===== src/hdl/sts_consts.vh =====
// Constants for the S/T line framing block: timing, frame layout and register map.
`ifndef STS_CONSTS_VH
`define STS_CONSTS_VH

// ----------------------------------------------------------------------------
// Timing
// ----------------------------------------------------------------------------
`define STS_CLK_HZ 125000000
`define STS_BIT_HZ 192000
`define STS_BIT_CYC (`STS_CLK_HZ / `STS_BIT_HZ)
`define STS_BIT_CYC_LAST 10'd650

// ----------------------------------------------------------------------------
// Frame layout, bit positions 0..47
// ----------------------------------------------------------------------------
`define STS_POS_F 6'd0
`define STS_POS_L1 6'd1
`define STS_POS_B1A 6'd2
`define STS_POS_E1 6'd10
`define STS_POS_D1 6'd11
`define STS_POS_A 6'd12
`define STS_POS_FA 6'd13
`define STS_POS_N 6'd14
`define STS_POS_B2A 6'd15
`define STS_POS_E2 6'd23
`define STS_POS_D2 6'd24
`define STS_POS_M 6'd25
`define STS_POS_B1B 6'd26
`define STS_POS_E3 6'd34
`define STS_POS_D3 6'd35
`define STS_POS_S 6'd36
`define STS_POS_B2B 6'd37
`define STS_POS_E4 6'd45
`define STS_POS_D4 6'd46
`define STS_POS_LAST 6'd47
`define STS_VIOL_WIN 6'd14
`define STS_WIN_CLOSE 6'd40

// Position kinds.
`define STS_K_F 4'h0
`define STS_K_L 4'h1
`define STS_K_B1 4'h2
`define STS_K_B2 4'h3
`define STS_K_E 4'h4
`define STS_K_D 4'h5
`define STS_K_A 4'h6
`define STS_K_FA 4'h7
`define STS_K_N 4'h8
`define STS_K_M 4'h9
`define STS_K_S 4'hA

// Framer: three patterns to gain sync, three errors to lose it.
`define STS_SYNC_LAST 2'h2

// ----------------------------------------------------------------------------
// Register map and fields
// ----------------------------------------------------------------------------
`define STS_REG_CTRL 8'h00
`define STS_REG_TXDATA 8'h04
`define STS_REG_STATUS 8'h08
`define STS_REG_RXDATA 8'h0C
`define STS_C_NT 0
`define STS_C_MF 1
`define STS_C_MS 2
`define STS_C_Q 3
`define STS_C_PHASE 4
`define STS_C_FORCE 5
`define STS_C_TXEN 6
`define STS_S_SYNC 0
`define STS_S_RXQ 1
`define STS_S_RXMF 2
`define STS_S_RXMS 3
`define STS_S_PHASE 4
`define STS_RESP_OKAY 2'h0
`define STS_RESP_SLVERR 2'h2

`endif


===== src/hdl/sts_frame_logic.v =====
// S/T line framer: pseudo-ternary coder, frame builder, sync hunter, multiframe.
//
// The AXI4-Lite register port and the address map were decided locally.
`include "sts_consts.vh"

module sts_frame_logic (
  // Clock and reset
  input wire clk_sys,
  input wire rst_n,
  // AXI4-Lite write channels
  input wire [7:0] s_axi_awaddr,
  input wire s_axi_awvalid,
  output wire s_axi_awready,
  input wire [31:0] s_axi_wdata,
  input wire [3:0] s_axi_wstrb,
  input wire s_axi_wvalid,
  output wire s_axi_wready,
  output reg [1:0] s_axi_bresp,
  output reg s_axi_bvalid,
  input wire s_axi_bready,
  // AXI4-Lite read channels
  input wire [7:0] s_axi_araddr,
  input wire s_axi_arvalid,
  output wire s_axi_arready,
  output reg [31:0] s_axi_rdata,
  output reg [1:0] s_axi_rresp,
  output reg s_axi_rvalid,
  input wire s_axi_rready,
  // Line side
  output reg tx_pos_q,
  output reg tx_neg_q,
  input wire rx_pos,
  input wire rx_neg,
  // System side
  output reg channel_access_window_n,
  output wire frame_phase_out
);

  // --------------------------------------------------------------------------
  // Position helpers
  // --------------------------------------------------------------------------
  function [3:0] pos_kind;
    input [5:0] p;
    begin
      if (p == `STS_POS_F)
        pos_kind = `STS_K_F;
      else if (p == `STS_POS_L1 || p == `STS_POS_LAST)
        pos_kind = `STS_K_L;
      else if ((p >= `STS_POS_B1A && p < `STS_POS_E1) || (p >= `STS_POS_B1B && p < `STS_POS_E3))
        pos_kind = `STS_K_B1;
      else if ((p >= `STS_POS_B2A && p < `STS_POS_E2) || (p >= `STS_POS_B2B && p < `STS_POS_E4))
        pos_kind = `STS_K_B2;
      else if (p == `STS_POS_E1 || p == `STS_POS_E2 || p == `STS_POS_E3 || p == `STS_POS_E4)
        pos_kind = `STS_K_E;
      else if (p == `STS_POS_A)
        pos_kind = `STS_K_A;
      else if (p == `STS_POS_FA)
        pos_kind = `STS_K_FA;
      else if (p == `STS_POS_N)
        pos_kind = `STS_K_N;
      else if (p == `STS_POS_M)
        pos_kind = `STS_K_M;
      else if (p == `STS_POS_S)
        pos_kind = `STS_K_S;
      else
        pos_kind = `STS_K_D;
    end
  endfunction

  // Bit index within a B octet, most significant bit first on the line.
  function [2:0] oct_idx;
    input [5:0] p;
    reg [5:0] d;
    begin
      d = 6'h00;
      if (p < `STS_POS_E1)
        d = p - `STS_POS_B1A;
      else if (p < `STS_POS_E2)
        d = p - `STS_POS_B2A;
      else if (p < `STS_POS_E3)
        d = p - `STS_POS_B1B;
      else
        d = p - `STS_POS_B2B;
      oct_idx = ~d[2:0];
    end
  endfunction

  function [1:0] d_idx;
    input [5:0] p;
    begin
      d_idx = {p >= `STS_POS_D3, (p >= `STS_POS_D2 && p < `STS_POS_D3) || p >= `STS_POS_D4};
    end
  endfunction

  // --------------------------------------------------------------------------
  // Control and data registers
  // --------------------------------------------------------------------------
  reg nt_mode_q, tx_en_q, tx_multiframe_start, ms_ctrl_q, tx_maint_q_bit;
  reg phase_q, force_q, m_bit_q, s_bit_q;
  reg [7:0] tx_b1_q, tx_b2_q, rx_b1_q, rx_b2_q;
  reg [3:0] tx_d_q, rx_d_q;
  reg rx_maint_q_bit, rx_multiframe_start_flag, rx_ms_q, te_phase_q;
  reg [31:0] rd_mux;
  reg rd_hit;

  wire wr_go = s_axi_awvalid && s_axi_wvalid && !s_axi_bvalid;
  wire rd_go = s_axi_arvalid && !s_axi_rvalid;
  wire [7:0] wr_addr = {s_axi_awaddr[7:2], 2'b00};
  wire [7:0] rd_addr = {s_axi_araddr[7:2], 2'b00};
  wire wr_ctrl = wr_go && wr_addr == `STS_REG_CTRL && s_axi_wstrb[0];
  wire wr_stat = wr_go && wr_addr == `STS_REG_STATUS && s_axi_wstrb[0];
  wire in_sync;
  wire mf_set;

  assign s_axi_awready = wr_go;
  assign s_axi_wready = wr_go;
  assign s_axi_arready = rd_go;
  assign frame_phase_out = nt_mode_q ? phase_q : te_phase_q;

  always @(posedge clk_sys or negedge rst_n)
  begin
    if (!rst_n)
    begin
      {nt_mode_q, tx_en_q, tx_multiframe_start, ms_ctrl_q} <= 4'h0;
      {tx_maint_q_bit, phase_q, force_q, m_bit_q, s_bit_q} <= 5'h00;
      tx_b1_q <= 8'hFF;
      tx_b2_q <= 8'hFF;
      tx_d_q <= 4'hF;
      s_axi_bvalid <= 1'b0;
      s_axi_bresp <= `STS_RESP_OKAY;
    end
    else
    begin
      if (wr_go)
      begin
        s_axi_bvalid <= 1'b1;
        s_axi_bresp <= (wr_addr > `STS_REG_RXDATA) ? `STS_RESP_SLVERR : `STS_RESP_OKAY;
      end
      else if (s_axi_bready)
        s_axi_bvalid <= 1'b0;
      if (wr_ctrl)
      begin
        nt_mode_q <= s_axi_wdata[`STS_C_NT];
        tx_multiframe_start <= s_axi_wdata[`STS_C_MF];
        ms_ctrl_q <= s_axi_wdata[`STS_C_MS];
        tx_maint_q_bit <= s_axi_wdata[`STS_C_Q];
        phase_q <= s_axi_wdata[`STS_C_PHASE];
        force_q <= s_axi_wdata[`STS_C_FORCE];
        tx_en_q <= s_axi_wdata[`STS_C_TXEN];
        // The M/S value is steered by the phase written alongside it.
        if (s_axi_wdata[`STS_C_PHASE])
          s_bit_q <= s_axi_wdata[`STS_C_MS];
        else
          m_bit_q <= s_axi_wdata[`STS_C_MS];
      end
      if (wr_go && wr_addr == `STS_REG_TXDATA)
      begin
        if (s_axi_wstrb[0])
          tx_b1_q <= s_axi_wdata[7:0];
        if (s_axi_wstrb[1])
          tx_b2_q <= s_axi_wdata[15:8];
        if (s_axi_wstrb[2])
          tx_d_q <= s_axi_wdata[19:16];
      end
    end
  end

  always @*
  begin
    rd_mux = 32'h00000000;
    rd_hit = 1'b1;
    case (rd_addr)
      `STS_REG_CTRL:
      begin
        rd_mux[`STS_C_NT] = nt_mode_q;
        rd_mux[`STS_C_MF] = tx_multiframe_start;
        rd_mux[`STS_C_MS] = ms_ctrl_q;
        rd_mux[`STS_C_Q] = tx_maint_q_bit;
        rd_mux[`STS_C_PHASE] = phase_q;
        rd_mux[`STS_C_FORCE] = force_q;
        rd_mux[`STS_C_TXEN] = tx_en_q;
      end
      `STS_REG_TXDATA:
        rd_mux[19:0] = {tx_d_q, tx_b2_q, tx_b1_q};
      `STS_REG_STATUS:
      begin
        rd_mux[`STS_S_SYNC] = in_sync;
        rd_mux[`STS_S_RXQ] = rx_maint_q_bit;
        rd_mux[`STS_S_RXMF] = rx_multiframe_start_flag;
        rd_mux[`STS_S_RXMS] = rx_ms_q;
        rd_mux[`STS_S_PHASE] = frame_phase_out;
      end
      `STS_REG_RXDATA:
        rd_mux[19:0] = {rx_d_q, rx_b2_q, rx_b1_q};
      default:
        rd_hit = 1'b0;
    endcase
  end

  always @(posedge clk_sys or negedge rst_n)
  begin
    if (!rst_n)
    begin
      s_axi_rvalid <= 1'b0;
      s_axi_rdata <= 32'h00000000;
      s_axi_rresp <= `STS_RESP_OKAY;
    end
    else if (rd_go)
    begin
      s_axi_rvalid <= 1'b1;
      s_axi_rdata <= rd_mux;
      s_axi_rresp <= rd_hit ? `STS_RESP_OKAY : `STS_RESP_SLVERR;
    end
    else if (s_axi_rready)
      s_axi_rvalid <= 1'b0;
  end

  // --------------------------------------------------------------------------
  // Bit clock and transmit frame
  // --------------------------------------------------------------------------
  reg [9:0] div_q;
  reg [5:0] tx_cnt_q;
  reg last_pol_q, viol_pend_q, parity_q, te_q_pend_q, rx_d_last_q;
  reg tx_bit, tx_mark, tx_pol;
  wire tick = div_q == `STS_BIT_CYC_LAST;
  wire [3:0] tx_kind = pos_kind(tx_cnt_q);

  always @*
  begin
    tx_bit = 1'b1;
    case (tx_kind)
      `STS_K_F: tx_bit = 1'b0;
      `STS_K_L: tx_bit = ~parity_q;
      `STS_K_B1: tx_bit = tx_b1_q[oct_idx(tx_cnt_q)];
      `STS_K_B2: tx_bit = tx_b2_q[oct_idx(tx_cnt_q)];
      `STS_K_D: tx_bit = tx_d_q[d_idx(tx_cnt_q)];
      `STS_K_E: tx_bit = nt_mode_q ? rx_d_last_q : 1'b1;
      `STS_K_A: tx_bit = nt_mode_q ? in_sync : 1'b1;
      // NT marks the multiframe with Fa one; TE sends its Q bit in the first Fa after a received multiframe start, else zero.
      `STS_K_FA: tx_bit = nt_mode_q ? tx_multiframe_start : (te_q_pend_q & tx_maint_q_bit);
      `STS_K_N: tx_bit = nt_mode_q ? ~tx_multiframe_start : 1'b1;
      `STS_K_M: tx_bit = nt_mode_q ? m_bit_q : 1'b1;
      `STS_K_S: tx_bit = nt_mode_q ? s_bit_q : 1'b1;
      default: tx_bit = 1'b1;
    endcase
    tx_mark = ~tx_bit;
    if (tx_kind == `STS_K_F)
      tx_pol = last_pol_q;
    else if (viol_pend_q && tx_cnt_q > `STS_POS_L1)
      tx_pol = last_pol_q;
    else
      tx_pol = ~last_pol_q;
  end

  always @(posedge clk_sys or negedge rst_n)
  begin
    if (!rst_n)
    begin
      div_q <= 10'h000;
      tx_cnt_q <= 6'h00;
      last_pol_q <= 1'b0;
      viol_pend_q <= 1'b0;
      parity_q <= 1'b0;
      tx_pos_q <= 1'b0;
      tx_neg_q <= 1'b0;
      channel_access_window_n <= 1'b1;
    end
    else
    begin
      div_q <= tick ? 10'h000 : div_q + 10'h001;
      if (tick)
      begin
        tx_cnt_q <= (tx_cnt_q == `STS_POS_LAST) ? 6'h00 : tx_cnt_q + 6'h01;
        // Window is closed near the frame end, where controls take effect.
        // The outputs launched at this tick carry position tx_cnt_q, so the window
        // follows the bit now on the line, not the next count.
        channel_access_window_n <= (tx_cnt_q >= `STS_WIN_CLOSE);
        tx_pos_q <= tx_en_q & tx_mark & tx_pol;
        tx_neg_q <= tx_en_q & tx_mark & ~tx_pol;
        if (tx_mark)
        begin
          last_pol_q <= tx_pol;
          parity_q <= (tx_kind == `STS_K_L) ? 1'b0 : ~parity_q;
        end
        else if (tx_kind == `STS_K_L)
          parity_q <= 1'b0;
        if (tx_kind == `STS_K_F)
          viol_pend_q <= 1'b1;
        else if (tx_mark && tx_cnt_q > `STS_POS_L1)
          viol_pend_q <= 1'b0;
      end
    end
  end

  // --------------------------------------------------------------------------
  // Receive framer
  // --------------------------------------------------------------------------
  wire rxp_s, rxn_s, realign, pattern_ok;
  reg [5:0] rx_cnt_q;
  reg aligned_q, rx_last_pol_q, f_ok_q, v2_q, rx_fa_q, rx_n_q, rx_m_q, rx_s_q;
  wire rx_mark = rxp_s | rxn_s;
  wire rx_bit = ~rx_mark;
  wire rx_viol = rx_mark && (rxp_s == rx_last_pol_q);
  wire [3:0] rx_kind = pos_kind(rx_cnt_q);
  wire frame_end = tick && aligned_q && rx_cnt_q == `STS_POS_LAST;
  // A candidate with no second violation by the window end is dropped at once.
  // Waiting for the frame end would realign just ahead of the same false
  // candidate (a zero Fa) every frame and the hunt would never finish.
  wire early_fail = tick && aligned_q && !in_sync && !force_q &&
                    (rx_cnt_q == `STS_VIOL_WIN + 6'h01) && !v2_q;
  wire te_phase_d = mf_set ? 1'b0 : ~te_phase_q;

  assign pattern_ok = f_ok_q && v2_q;
  assign mf_set = frame_end && !nt_mode_q && in_sync && rx_fa_q && !rx_n_q;

  sts_sync2 u_sync_pos (.clk_sys(clk_sys), .rst_n(rst_n), .din(rx_pos), .dout_q(rxp_s));
  sts_sync2 u_sync_neg (.clk_sys(clk_sys), .rst_n(rst_n), .din(rx_neg), .dout_q(rxn_s));

  sts_sync_hunt u_hunt (
    .clk_sys(clk_sys),
    .rst_n(rst_n),
    .frame_end(frame_end | early_fail),
    .pattern_ok(pattern_ok),
    .force_sync(force_q),
    .in_sync_q(in_sync),
    .realign_q(realign)
  );

  always @(posedge clk_sys or negedge rst_n)
  begin
    if (!rst_n)
    begin
      rx_cnt_q <= 6'h00;
      {aligned_q, rx_last_pol_q, f_ok_q, v2_q} <= 4'h0;
      {rx_fa_q, rx_n_q, rx_m_q, rx_s_q, rx_d_last_q} <= 5'h1F;
      rx_b1_q <= 8'hFF;
      rx_b2_q <= 8'hFF;
      rx_d_q <= 4'hF;
    end
    else if (realign && !force_q)
      aligned_q <= 1'b0;
    else if (tick)
    begin
      if (rx_mark)
        rx_last_pol_q <= rxp_s;
      // Hunting: any violation is taken as a candidate F-bit.
      if (!aligned_q && !force_q && !in_sync)
      begin
        if (rx_viol)
        begin
          aligned_q <= 1'b1;
          rx_cnt_q <= `STS_POS_L1;
          f_ok_q <= 1'b1;
          v2_q <= 1'b0;
        end
      end
      else
      begin
        rx_cnt_q <= (rx_cnt_q == `STS_POS_LAST) ? 6'h00 : rx_cnt_q + 6'h01;
        if (rx_cnt_q == `STS_POS_F)
        begin
          f_ok_q <= rx_viol;
          v2_q <= 1'b0;
        end
        else if (rx_viol && rx_cnt_q <= `STS_VIOL_WIN)
          v2_q <= 1'b1;
        case (rx_kind)
          `STS_K_B1: rx_b1_q[oct_idx(rx_cnt_q)] <= rx_bit;
          `STS_K_B2: rx_b2_q[oct_idx(rx_cnt_q)] <= rx_bit;
          `STS_K_D:
          begin
            rx_d_q[d_idx(rx_cnt_q)] <= rx_bit;
            rx_d_last_q <= rx_bit;
          end
          `STS_K_FA: rx_fa_q <= rx_bit;
          `STS_K_N: rx_n_q <= rx_bit;
          `STS_K_M: rx_m_q <= rx_bit;
          `STS_K_S: rx_s_q <= rx_bit;
          default: rx_fa_q <= rx_fa_q;
        endcase
      end
    end
  end

  // --------------------------------------------------------------------------
  // Receive multiframe status
  // --------------------------------------------------------------------------
  always @(posedge clk_sys or negedge rst_n)
  begin
    if (!rst_n)
    begin
      rx_maint_q_bit <= 1'b0;
      rx_multiframe_start_flag <= 1'b0;
      rx_ms_q <= 1'b0;
      te_phase_q <= 1'b0;
      te_q_pend_q <= 1'b0;
    end
    else
    begin
      // Set wins over a software clear in the same cycle.
      if (mf_set)
        rx_multiframe_start_flag <= 1'b1;
      else if (wr_stat && s_axi_wdata[`STS_S_RXMF])
        rx_multiframe_start_flag <= 1'b0;
      if (mf_set)
        te_q_pend_q <= 1'b1;
      else if (tick && tx_kind == `STS_K_FA)
        te_q_pend_q <= 1'b0;
      if (frame_end)
      begin
        // Q arrives in the Fa slot of frames the NT sent as multiframe start.
        if (nt_mode_q && tx_multiframe_start)
          rx_maint_q_bit <= rx_fa_q;
        if (!nt_mode_q)
        begin
          te_phase_q <= te_phase_d;
          rx_ms_q <= te_phase_d ? rx_s_q : rx_m_q;
        end
      end
    end
  end

endmodule // sts_frame_logic


===== src/hdl/sts_sync2.v =====
// Two-flop synchroniser for one asynchronous input level.
module sts_sync2 (
  // Clock and reset
  input wire clk_sys,
  input wire rst_n,
  // Level in and out
  input wire din,
  output reg dout_q
);

  reg meta_q;

  always @(posedge clk_sys or negedge rst_n)
  begin
    if (!rst_n)
    begin
      meta_q <= 1'b0;
      dout_q <= 1'b0;
    end
    else
    begin
      meta_q <= din;
      dout_q <= meta_q;
    end
  end

endmodule // sts_sync2


===== src/hdl/sts_sync_hunt.v =====
// Receive frame sync state: hunt for three good patterns, drop after three bad.
`include "sts_consts.vh"

module sts_sync_hunt (
  // Clock and reset
  input wire clk_sys,
  input wire rst_n,
  // Per-frame pattern verdict
  input wire frame_end,
  input wire pattern_ok,
  input wire force_sync,
  // Sync state
  output reg in_sync_q,
  output reg realign_q
);

  reg [1:0] cnt_q;

  always @(posedge clk_sys or negedge rst_n)
  begin
    if (!rst_n)
    begin
      in_sync_q <= 1'b0;
      realign_q <= 1'b0;
      cnt_q <= 2'h0;
    end
    else
    begin
      realign_q <= 1'b0;
      // Force holds every counter and the sync state as they are.
      if (frame_end && !force_sync)
      begin
        if (!in_sync_q)
        begin
          if (!pattern_ok)
          begin
            cnt_q <= 2'h0;
            realign_q <= 1'b1;
          end
          else if (cnt_q == `STS_SYNC_LAST)
          begin
            in_sync_q <= 1'b1;
            cnt_q <= 2'h0;
          end
          else
            cnt_q <= cnt_q + 2'h1;
        end
        else if (pattern_ok)
          cnt_q <= 2'h0;
        else if (cnt_q == `STS_SYNC_LAST)
        begin
          in_sync_q <= 1'b0;
          cnt_q <= 2'h0;
          realign_q <= 1'b1;
        end
        else
          cnt_q <= cnt_q + 2'h1;
      end
    end
  end

endmodule // sts_sync_hunt


===== config.mk =====
export PLATFORM = sky130hd
export DESIGN_NAME = sts_frame_logic
export DESIGN_NICKNAME = d
export VERILOG_FILES = /design/src/hdl/sts_frame_logic.v /design/src/hdl/sts_sync2.v /design/src/hdl/sts_sync_hunt.v
export VERILOG_INCLUDE_DIRS = /design/src /design/src/hdl
export SDC_FILE = /design/constraint.sdc
export NUM_CORES = 1
export LEC_CHECK = 0
export CAP_MARGIN = 40
export CORE_MARGIN = 4
export CORE_UTILIZATION = 30
export CTS_CLUSTER_SIZE = 28
export DETAILED_ROUTE_END_ITERATION = 8
export DONT_BUFFER_PORTS = 1
export SKIP_CTS_REPAIR_TIMING = 1
export SLEW_MARGIN = 20
export SYNTH_ARGS = -nofsm -noshare
export SYNTH_HDL_FRONTEND = slang
export SYNTH_SLANG_ARGS = --single-unit

===== constraint.sdc =====
create_clock -name clk_sys -period 3.4 [get_ports clk_sys]
set_clock_uncertainty 0.05 [all_clocks]
set_input_delay 0.17 -clock clk_sys [delete_from_list [all_inputs] [get_ports clk_sys]]
set_output_delay 0.17 -clock clk_sys [all_outputs]
set_load 0.01 [all_outputs]

* Word-level counts from Yosys, hierarchy flattened
Index checks and enable logic that the tools add are counted.
Widths: inputs -> output; s select.
** Cells by class
- Muxes and demuxes :: 110
- $lt $le $gt $ge :: 37
- Eq/ne operators :: 50
- Reduce and logical (&&, ||, !) cells :: 103
- Bitwise gates (word level) :: 21
- $add $sub $neg :: 12
** Operators by type and width (number)
- $mux 4 :: 20
- $eq 6x4->1 const B :: 9
- $mux 1 :: 50
- $eq 6x6->1 const B :: 8
- $mux 3 :: 16
- $logic_and 1x1->1 :: 43
- $ge 6x6->1 const B :: 7
- $lt 6x6->1 const B :: 6
- $reduce_and 4->1 :: 9
- $pmux 13 s2 :: 1
- $eq 4x3->1 const B :: 6
- $eq 4x4->1 const B :: 6
- $eq 6x1->1 const B :: 4
- $eq 6x5->1 const B :: 4
- $ge 6x5->1 const B :: 4
- $mux 6 :: 4
- $pmux 5 s4 :: 1
- $reduce_and 2->1 :: 10
- $eq 6x2->1 const B :: 3
- $reduce_bool 2->1 :: 9
- $bwmux 8 :: 2
- $eq 4x2->1 const B :: 4
- $logic_not 8->1 :: 2
- $lt 3x4->1 const B :: 4
- 41 further kinds :: 101
** Word-level totals
- Register bits :: 125
- Word-level logic and storage cells :: 383
- Output and inout bits :: 45
- Bits of input ports :: 61

* Depth between registers and ports, before layout
Gate-level depths: netlist of run 1.
- Depth after elaboration :: 22
- Mapped depth :: 12

* Modules after synthesis
A second synthesis of run 1 with hierarchy kept.
** Second synthesis, totals
- Cell total of the unflattened synthesis :: 711
- Area, all modules :: 7357.1 sq um
** Modules (own cells, without submodules)
- sts_frame_logic :: cells each 693, times used 1, area an instance 7061.8 sq um
- sts_sync_hunt :: cells each 14, times used 1, area an instance 195.2 sq um
- sts_sync2 :: cells each 2, times used 2, area an instance 50.0 sq um

* Least setup slack after synthesis of run 1
Ideal clock, no wire load.
- Path kind :: flip-flop to flip-flop
- Start :: reg tx_cnt_q[1]
- End :: reg viol_pend_q
- Slack :: 0.306 ns
- Required time :: 3.224 ns
- Path buffers :: 0
- Data arrival time :: 2.918 ns
- Stages on the path, launching flop included :: 10
- Period minus slack after synthesis :: 3.094 ns
- Path through :: dfrtp_1 -> ha_1 -> nand2_2 -> a22oi_4 -> a21o_1 -> and2_4 -> mux4_2 -> a31o_1 -> or4_4 -> a221o_1
** On the way
- Word-level cells in the longest chain between the ends :: 17
- Elaborated cells between the ends (all ways) :: 81
** RTL lines
- start: declaration :: line sts_frame_logic.v:222 : reg [5:0] tx_cnt_q;
- start signal: assignment :: line sts_frame_logic.v:273 : tx_cnt_q <= (tx_cnt_q == `STS_POS_LAST) ? 6'h00 : tx_cnt_q + 6'h01;
- $eq 6x6->1 (no source line)
- $mux 4 :: line sts_frame_logic.v:63 : else if (p == `STS_POS_S)
- $mux 4 :: line sts_frame_logic.v:61 : else if (p == `STS_POS_M)
- $mux 4 :: line sts_frame_logic.v:59 : else if (p == `STS_POS_N)
- $mux 4 :: line sts_frame_logic.v:57 : else if (p == `STS_POS_FA)
- $mux 4 :: line sts_frame_logic.v:55 : else if (p == `STS_POS_A)
- $mux 4 :: line sts_frame_logic.v:53 : else if (p == `STS_POS_E1 || p == `STS_POS_E2 || p == `STS_POS_E3 || p == `STS_POS_E4)
- $mux 4 :: line sts_frame_logic.v:51 : else if ((p >= `STS_POS_B2A && p < `STS_POS_E2) || (p >= `STS_POS_B2B && p < `STS_POS_E4))
- $mux 4 :: line sts_frame_logic.v:49 : else if ((p >= `STS_POS_B1A && p < `STS_POS_E1) || (p >= `STS_POS_B1B && p < `STS_POS_E3))
- $mux 4 :: line sts_frame_logic.v:47 : else if (p == `STS_POS_L1 || p == `STS_POS_LAST)
- $mux 4 :: line sts_frame_logic.v:45 : if (p == `STS_POS_F)
- $eq 4x4->1, or another cell as far along :: line sts_frame_logic.v:231 : case (tx_kind)
- $pmux 1 s11 :: line sts_frame_logic.v:231
- $not 1->1 (no source line)
- $logic_and 1x1->1 (no source line)
- $reduce_bool 2->1 (no source line)
- $reduce_and 2->1 (no source line)
- end signal: assignment :: line sts_frame_logic.v:262 : viol_pend_q <= 1'b0;
- end signal: assignment :: line sts_frame_logic.v:288 : viol_pend_q <= 1'b1;
- end signal: assignment :: line sts_frame_logic.v:290 : viol_pend_q <= 1'b0;
- end: declaration :: line sts_frame_logic.v:223 : reg last_pol_q, viol_pend_q, parity_q, te_q_pend_q, rx_d_last_q;
Several ways; a longest one is shown, not always the timed one. The select of a mux whose other input is x is not followed.
A chain may end at the register's enable or synchronous reset.

* Worst setup path in the final report of run 1
Ends and elaborated chain as after synthesis.

==> flow_summary.ini, run 1 <==
[final_layout]
postLayoutCellArea_um2 = 8860
final_common_cell = nand2_1
finalNonFillerCells = 1129
antenna_cells = 0
final_cell_mix = 75 x nand2_1, 74 x dfrtp_1, 69 x o21ai_0, 46 x dfstp_2, 44 x buf_4
drive_gt1_share_pct = 24.4
nets = 876
syn_to_final_growth_pct = 20.9

[clocking]
cts.sinks = 123
clk_pin_slew_ps = 60
cts_max_level = 4
cts-buffers-inserted = 17
cts_root_buf = clkbuf_16
clk_latency_ps = 420
cts_tree = built
max-clock-path-buffers = 2

[power]
peakVddDrop_uv = 294
switchingPower_mw = 0.788
p_comb_share_pct = 4.1
pwr-share-clk_pct = 54.0
p_leak_nw = 3.64
seqPwrFrac_pct = 41.9
p_int_mw = 2.84
swShare_pct = 21.7
p_per_area_nw_per_um2 = 409

[synthesis]
synthSimpleGateAreaFrac_pct = 19.3
synth_xor_area_share_pct = 2.27
ys_seq_area_share_pct = 42.8
synthCells = 736
synth_compound_area_share_pct = 16.7
synth-warning-count = 0
synth.avg_cell_area_um2 = 9.95
syn_area_um2 = 7320
synthAdderAreaFrac_pct = 3.07
synth_mux_area_share_pct = 11.1
synth_edf_count = 0
synth_top_family_by_area = simple AND/OR/NAND/NOR gates
ys_types = 87
ys_async_sr_fraction_pct = 100
ys_ff_latch = 123
synthFlopType = dfrtp_1

[route]
vias_per_cell = 5.18
first_pass_iters = 6
drc = 0
ant_nets = 0
drt_wl_total_mm = 20.0
route.vias.total = 5845
wire_per_inst_um = 17.7
drtIter0Drc = 443

[place]
portBuffers = 0
dpl_cell_area_um2 = 7840
dpl.cell_count = 1062
hpwl_mm = 14.3
place_congestion = 0.875
pre_cts_ws_ps = 77.6

[critical_path]
crit_type = flop to flop
endpoint_kind = flop
arrival_ps = 3550
worstPathRequired_ps = 3650
critPathMaxFanout = 6
start_kind = flop

[floorplanning]
die_y_um = 164
pin_count = 106
die_area_um2 = 27000
start_util_pct = 30.8
fp.dieW_um = 164
fp-row-count = 56
fp.coreArea_um2 = 23800

[grt]
antenna_found_initial = 0
grt_pass1_wl_mm = 30.8
grt_overflow_total = 0
grt_usage_pct = 14.6
first_global_vias = 5598
grt_max_degree = 124

[sta]
fin_ws_ps = 99.6
fmax_mhz = 303
worst_pin_slew_ps = 745
fin_tns_setup_ps = 0
holdWs_ps = -57.4
maxSlewHeadroom_pct = 50.1
setup_viol = 0
finalCritPeriodShare_pct = 97.1
drv_slew = 0
fin_crit_ps = 3300
finalHoldViolCount = 3

[run]
maxCapViolCount = 0

[run_status]
violations = hold timing
status = finished, violations left

[hold_path]
hp-class = primary input to flop
-- cell type report --
class | instances | area (um2)
well taps | 319 | 399
clock buffers | 21 | 470
flip-flops and latches | 123 | 3140
clock inverters | 11 | 166
inverters | 20 | 75.1
multi-input cells | 556 | 3900
fillers | 2351 | 14900
repair buffers | 79 | 703
-- critical path: stages (launching register included) --
cell and delay (ps):
dfrtp_1 420, buf_4 170, o41ai_4 500, nor2_2 100
a31oi_4 240, nand2_2 120, a2111oi_0 500, nor4_1 180
or4_4 610, a221o_1 300
-- flip-flops by register name, indices dropped and copies added, names as in the netlist, 2 cells and up, named ones only --
name	cells
tx_b1_q	8
rx_cnt_q	6
u_hunt.cnt_q	2
tx_d_q	4
tx_cnt_q	6
rx_b1_q	8
tx_b2_q	8
s_axi_rdata	20
rx_b2_q	8
div_q	10
rx_d_q	4
-- through the flow --
stage / power, mW / hold slack [ps] / util (%)
4_1_cts: 3.60 / -626 / 35.7
3_5_place_dp: 1.62 / -170 / 33.0
3_3_place_gp: 1.62 / -170 / 33.0
2_1_floorplan: 1.61 / -176 / -
6_report: 3.63 / -57.4 / 37.3
5_1_grt: 3.76 / 5.38 / 37.3
-- worst paths after layout --
path	startpoint	end	slack, ps	cells after the start
max	tx_cnt_q[1]$_DFFE_PN0N_	viol_pend_q$_DFFE_PN0P_	100	9
min	s_axi_araddr[3]	s_axi_rdata[9]$_DFFE_PN0P_	-60	2
max reg2reg	tx_cnt_q[1]$_DFFE_PN0N_	viol_pend_q$_DFFE_PN0P_	100	9
min reg2reg	u_sync_pos.meta_q$_DFF_PN0_	u_sync_pos.dout_q$_DFF_PN0_	300	0
max in group asynchronous	rst_n	u_hunt.realign_q$_DFF_PN0_	2430	2
min in group asynchronous	rst_n	div_q[3]$_DFF_PN0_	320	2
-- synth_stat cells, drive strengths merged (5+ instances only) --
master,n,area share (%)
dfrtp,77,26
nand2,77,4.0
o21ai,73,5.0
dfstp,46,17
mux2,43,6.6
nor2,37,1.9
buf,28,2.6
a21oi,25,1.8
nand3,25,1.8
clkbuf,22,1.1
inv,20,1.0
mux2i,19,2.6
ha,18,3.1
o41ai,15,2.0
nand2b,14,1.2
xnor2,13,1.6
and3,11,0.94
a22o,10,1.2
nor3,10,0.75
nand4,9,0.85
nor4,9,0.77
a31oi,8,0.89
nor3b,8,0.82
a21o,6,0.61
mux4,6,1.8
nor2b,6,0.51
xor2,6,0.72
and2,5,0.46
and4,5,0.60
nand4b,5,0.60
o22ai,5,0.43
or3,5,0.43
-- metal layers --
metal | wire, um | track usage [%]
met5 | 0 | 0
met4 | 276 | 4.04
met3 | 758 | 4.02
met2 | 10200 | 24.7
met1 | 8720 | 18.3
-- cell families after synthesis --
kind of cell	Yosys count
AOI/OAI and AO/OA	182
xor gates and xnor gates	19
adders and majority gates	18
buffers and inverters	70
DFF	123
muxes	68
other	1
and+or+nand+nor	255
-- power groups by stage --
| stage | logic (mW) | clock network (mW) | registers (mW) |
|---|---|---|---|
| floorplan | 0.0806 | 0 | 1.53 |
| global placement | 0.0762 | 0 | 1.54 |
| detailed placement | 0.0781 | 0 | 1.55 |
| CTS | 0.0783 | 2.00 | 1.52 |
| global route | 0.163 | 2.08 | 1.52 |
| finish | 0.148 | 1.96 | 1.52 |
(Power assumes the default switching activity.)
==> inputs of run 2 (changes only) <==
==> constraint.sdc (replaced) <==
create_clock -name clk_sys -period 3.4 [get_ports clk_sys]
set_clock_uncertainty 0.05 [all_clocks]
set_input_delay 0.51 -clock clk_sys [delete_from_list [all_inputs] [get_ports clk_sys]]
set_output_delay 0.51 -clock clk_sys [all_outputs]
set_load 0.01 [all_outputs]
==> run 2 against run 1 <==
Effect of this change: the flow still finishes with violations (hold timing); largest cell class unchanged; register-to-register slack improved by 20 ps; design area down 4.9%; sequential power is essentially flat; critical endpoint unchanged; cell count down 2.9%; routed wire length is 4.9% lower; global-route usage is 0.44 points lower; highest routed layer is now met5; utilization decreased by 1.8 points; setup slack gained 20 ps; clock power down 15%; critical path depth decreased by 1; worst hold slack gained 30 ps.
==> flow_summary.ini, run 2 (same netlist as run 1, synthesis figures left out) <==
[critical_path]
worstReg2RegEnd = viol_pend_q$_DFFE_PN0P_
start_kind = flop
crit_start = tx_cnt_q[2]$_DFFE_PN0N_
worstSetupEndpoint = viol_pend_q$_DFFE_PN0P_
reg2reg_depth = 8
critPathTopFamily = simple AND/OR/NAND/NOR gates
critPathBufInv = 0
worstPathRequired_ps = 3640
arrival_ps = 3520
critPathMaxFanout = 11
endpoint_kind = flop
crit_path_max_incr_delay_ps = 600
cp_num_cells = 8
r2r_start = tx_cnt_q[2]$_DFFE_PN0N_
rrSetupSlack_ps = 120
crit_type = flop to flop
slowest_stage = or4_4
crit_path_cell_trace = or2_1 > a22oi_4 > nand3b_1 > nand2_2 > a2111oi_0 > nor4_1 > or4_4 > a221o_1

[final_layout]
fill_cells = 2384
syn_to_final_growth_pct = 15.0
largestRegisters = s_axi_rdata: 20 flops, div_q: 10 flops
drive_gt1_share_pct = 24.6
largest_reg_flops = 20
final_cell_mix = 75 x nand2_1, 75 x dfrtp_1, 69 x o21ai_0, 46 x dfstp_2, 45 x buf_4
final_util_pct = 35.5
regMostFlops = s_axi_rdata
nets = 843
antenna_cells = 0

[sta]
fin_crit_ps = 3280
holdWs_ps = -27.1
setup_viol = 0
worst_pin_slew_ps = 721
finalHoldViolCount = 17
drv_slew = 0
fmax_mhz = 305
finalCritPeriodShare_pct = 96.5
maxSlewHeadroom_pct = 51.9

[grt]
grt_overflow_total = 0
first_global_vias = 5507
grt_usage_pct = 14.2
grt_max_degree = 124
antenna_found_initial = 2
grt_pass1_wl_mm = 30.2

[clocking]
cts_max_level = 4
clk_latency_ps = 410
max-clock-path-buffers = 2
cts-buffers-inserted = 17
clk_pin_slew_ps = 50
cts_tree = built
cts_root_buf = clkbuf_16
cts.sinks = 123

[floorplanning]
fp.coreArea_um2 = 23800
start_util_pct = 30.8
die_y_um = 164
fp.dieW_um = 164
pin_count = 106
die_area_um2 = 27000
fp-row-count = 56

[place]
place_congestion = 0.858
portBuffers = 0
hpwl_mm = 14.2

[power]
p_leak_nw = 3.45
total_power_mw = 3.29
p_per_area_nw_per_um2 = 391
peakVddDrop_uv = 306

[run_status]
violations = hold timing
status = finished, violations left

[route]
route.vias.total = 5653
drtIter0Drc = 376
vias_per_cell = 5.16
ant_nets = 0
drt_wl_total_mm = 19.0
first_pass_iters = 5
wire_per_inst_um = 17.3
drc = 0

[run]
maxCapViolCount = 0

[hold_path]
hp-class = primary input to async pin
[run 2: cell types whose count changed in the layout (fill, tap and decap cells not counted), moves of 2 or more]
cell           before  now
bufinv_16           4    1
clkbuf_1            1    6
clkbuf_8            3    1
dlygate4sd3_1      32    0
[run 2: through the flow]
step | std cells | TNS [ps] | setup WS [ps] | instance area, um2
after floorplan | 749 | 0 | 306 | 7370
after global placement | 1058 | 0 | 105 | 7800
after detailed placement | 1059 | 0 | 119 | 7810
after CTS | 1091 | 0 | 118 | 8340
after global routing | 1096 | -6.09 | -6.09 | 8420
final | 1096 | 0 | 120 | 8420
[run 2: worst min path at each step]
| stage | start | to | slack (ps) | cells after the start |
|---|---|---|---|---|
| finish | rst_n | div_q[6]$_DFF_PN0_ | -30 | 1 |
| global route | rst_n | div_q[6]$_DFF_PN0_ | 50 | 1 |
| CTS | rst_n | div_q[6]$_DFF_PN0_ | -280 | 0 |
| detailed placement | rst_n | div_q[5]$_DFF_PN0_ | 170 | 0 |
| global placement | rst_n | div_q[6]$_DFF_PN0_ | 170 | 0 |
| floorplan | rst_n | async pin | 160 | 0 |
[run 2: worst register-to-register path, stage by stage (launching register included)]
cell	delay (ps)
dfrtp_1	540
or2_1	360
a22oi_4	250
nand3b_1	270
nand2_2	130
a2111oi_0	490
nor4_1	170
or4_4	600
a221o_1	310
[run 2: cell type report]
type,count,area (um2),share of cell area [%]
sequential,123,3140,37.2
timing repair buffer,46,365,4.34
tap,319,399,4.74
multi-input combinational,556,3910,46.4
inverter,20,75.1,0.891
clock buffer,24,462,5.48
clock inverter,8,72.6,0.861
[run 2: per-layer routing]
| metal | global-route usage, % | wire, um | vias up |
|---|---|---|---|
| met4 | 4.23 | 358 | 2 |
| li1 | - | - | 2745 |
| met3 | 3.21 | 722 | 21 |
| met2 | 24.2 | 9740 | 99 |
| met5 | 0 | 11 | - |
| met1 | 17.9 | 8150 | 2786 |
[run 2: report_power, final]
group / internal (mW) / switching [mW] / leakage [nW]
Sequential: 1.50 / 0.0252 / 1.49
Combinational: 0.0357 / 0.0699 / 1.70
Clock: 1.02 / 0.646 / 0.254
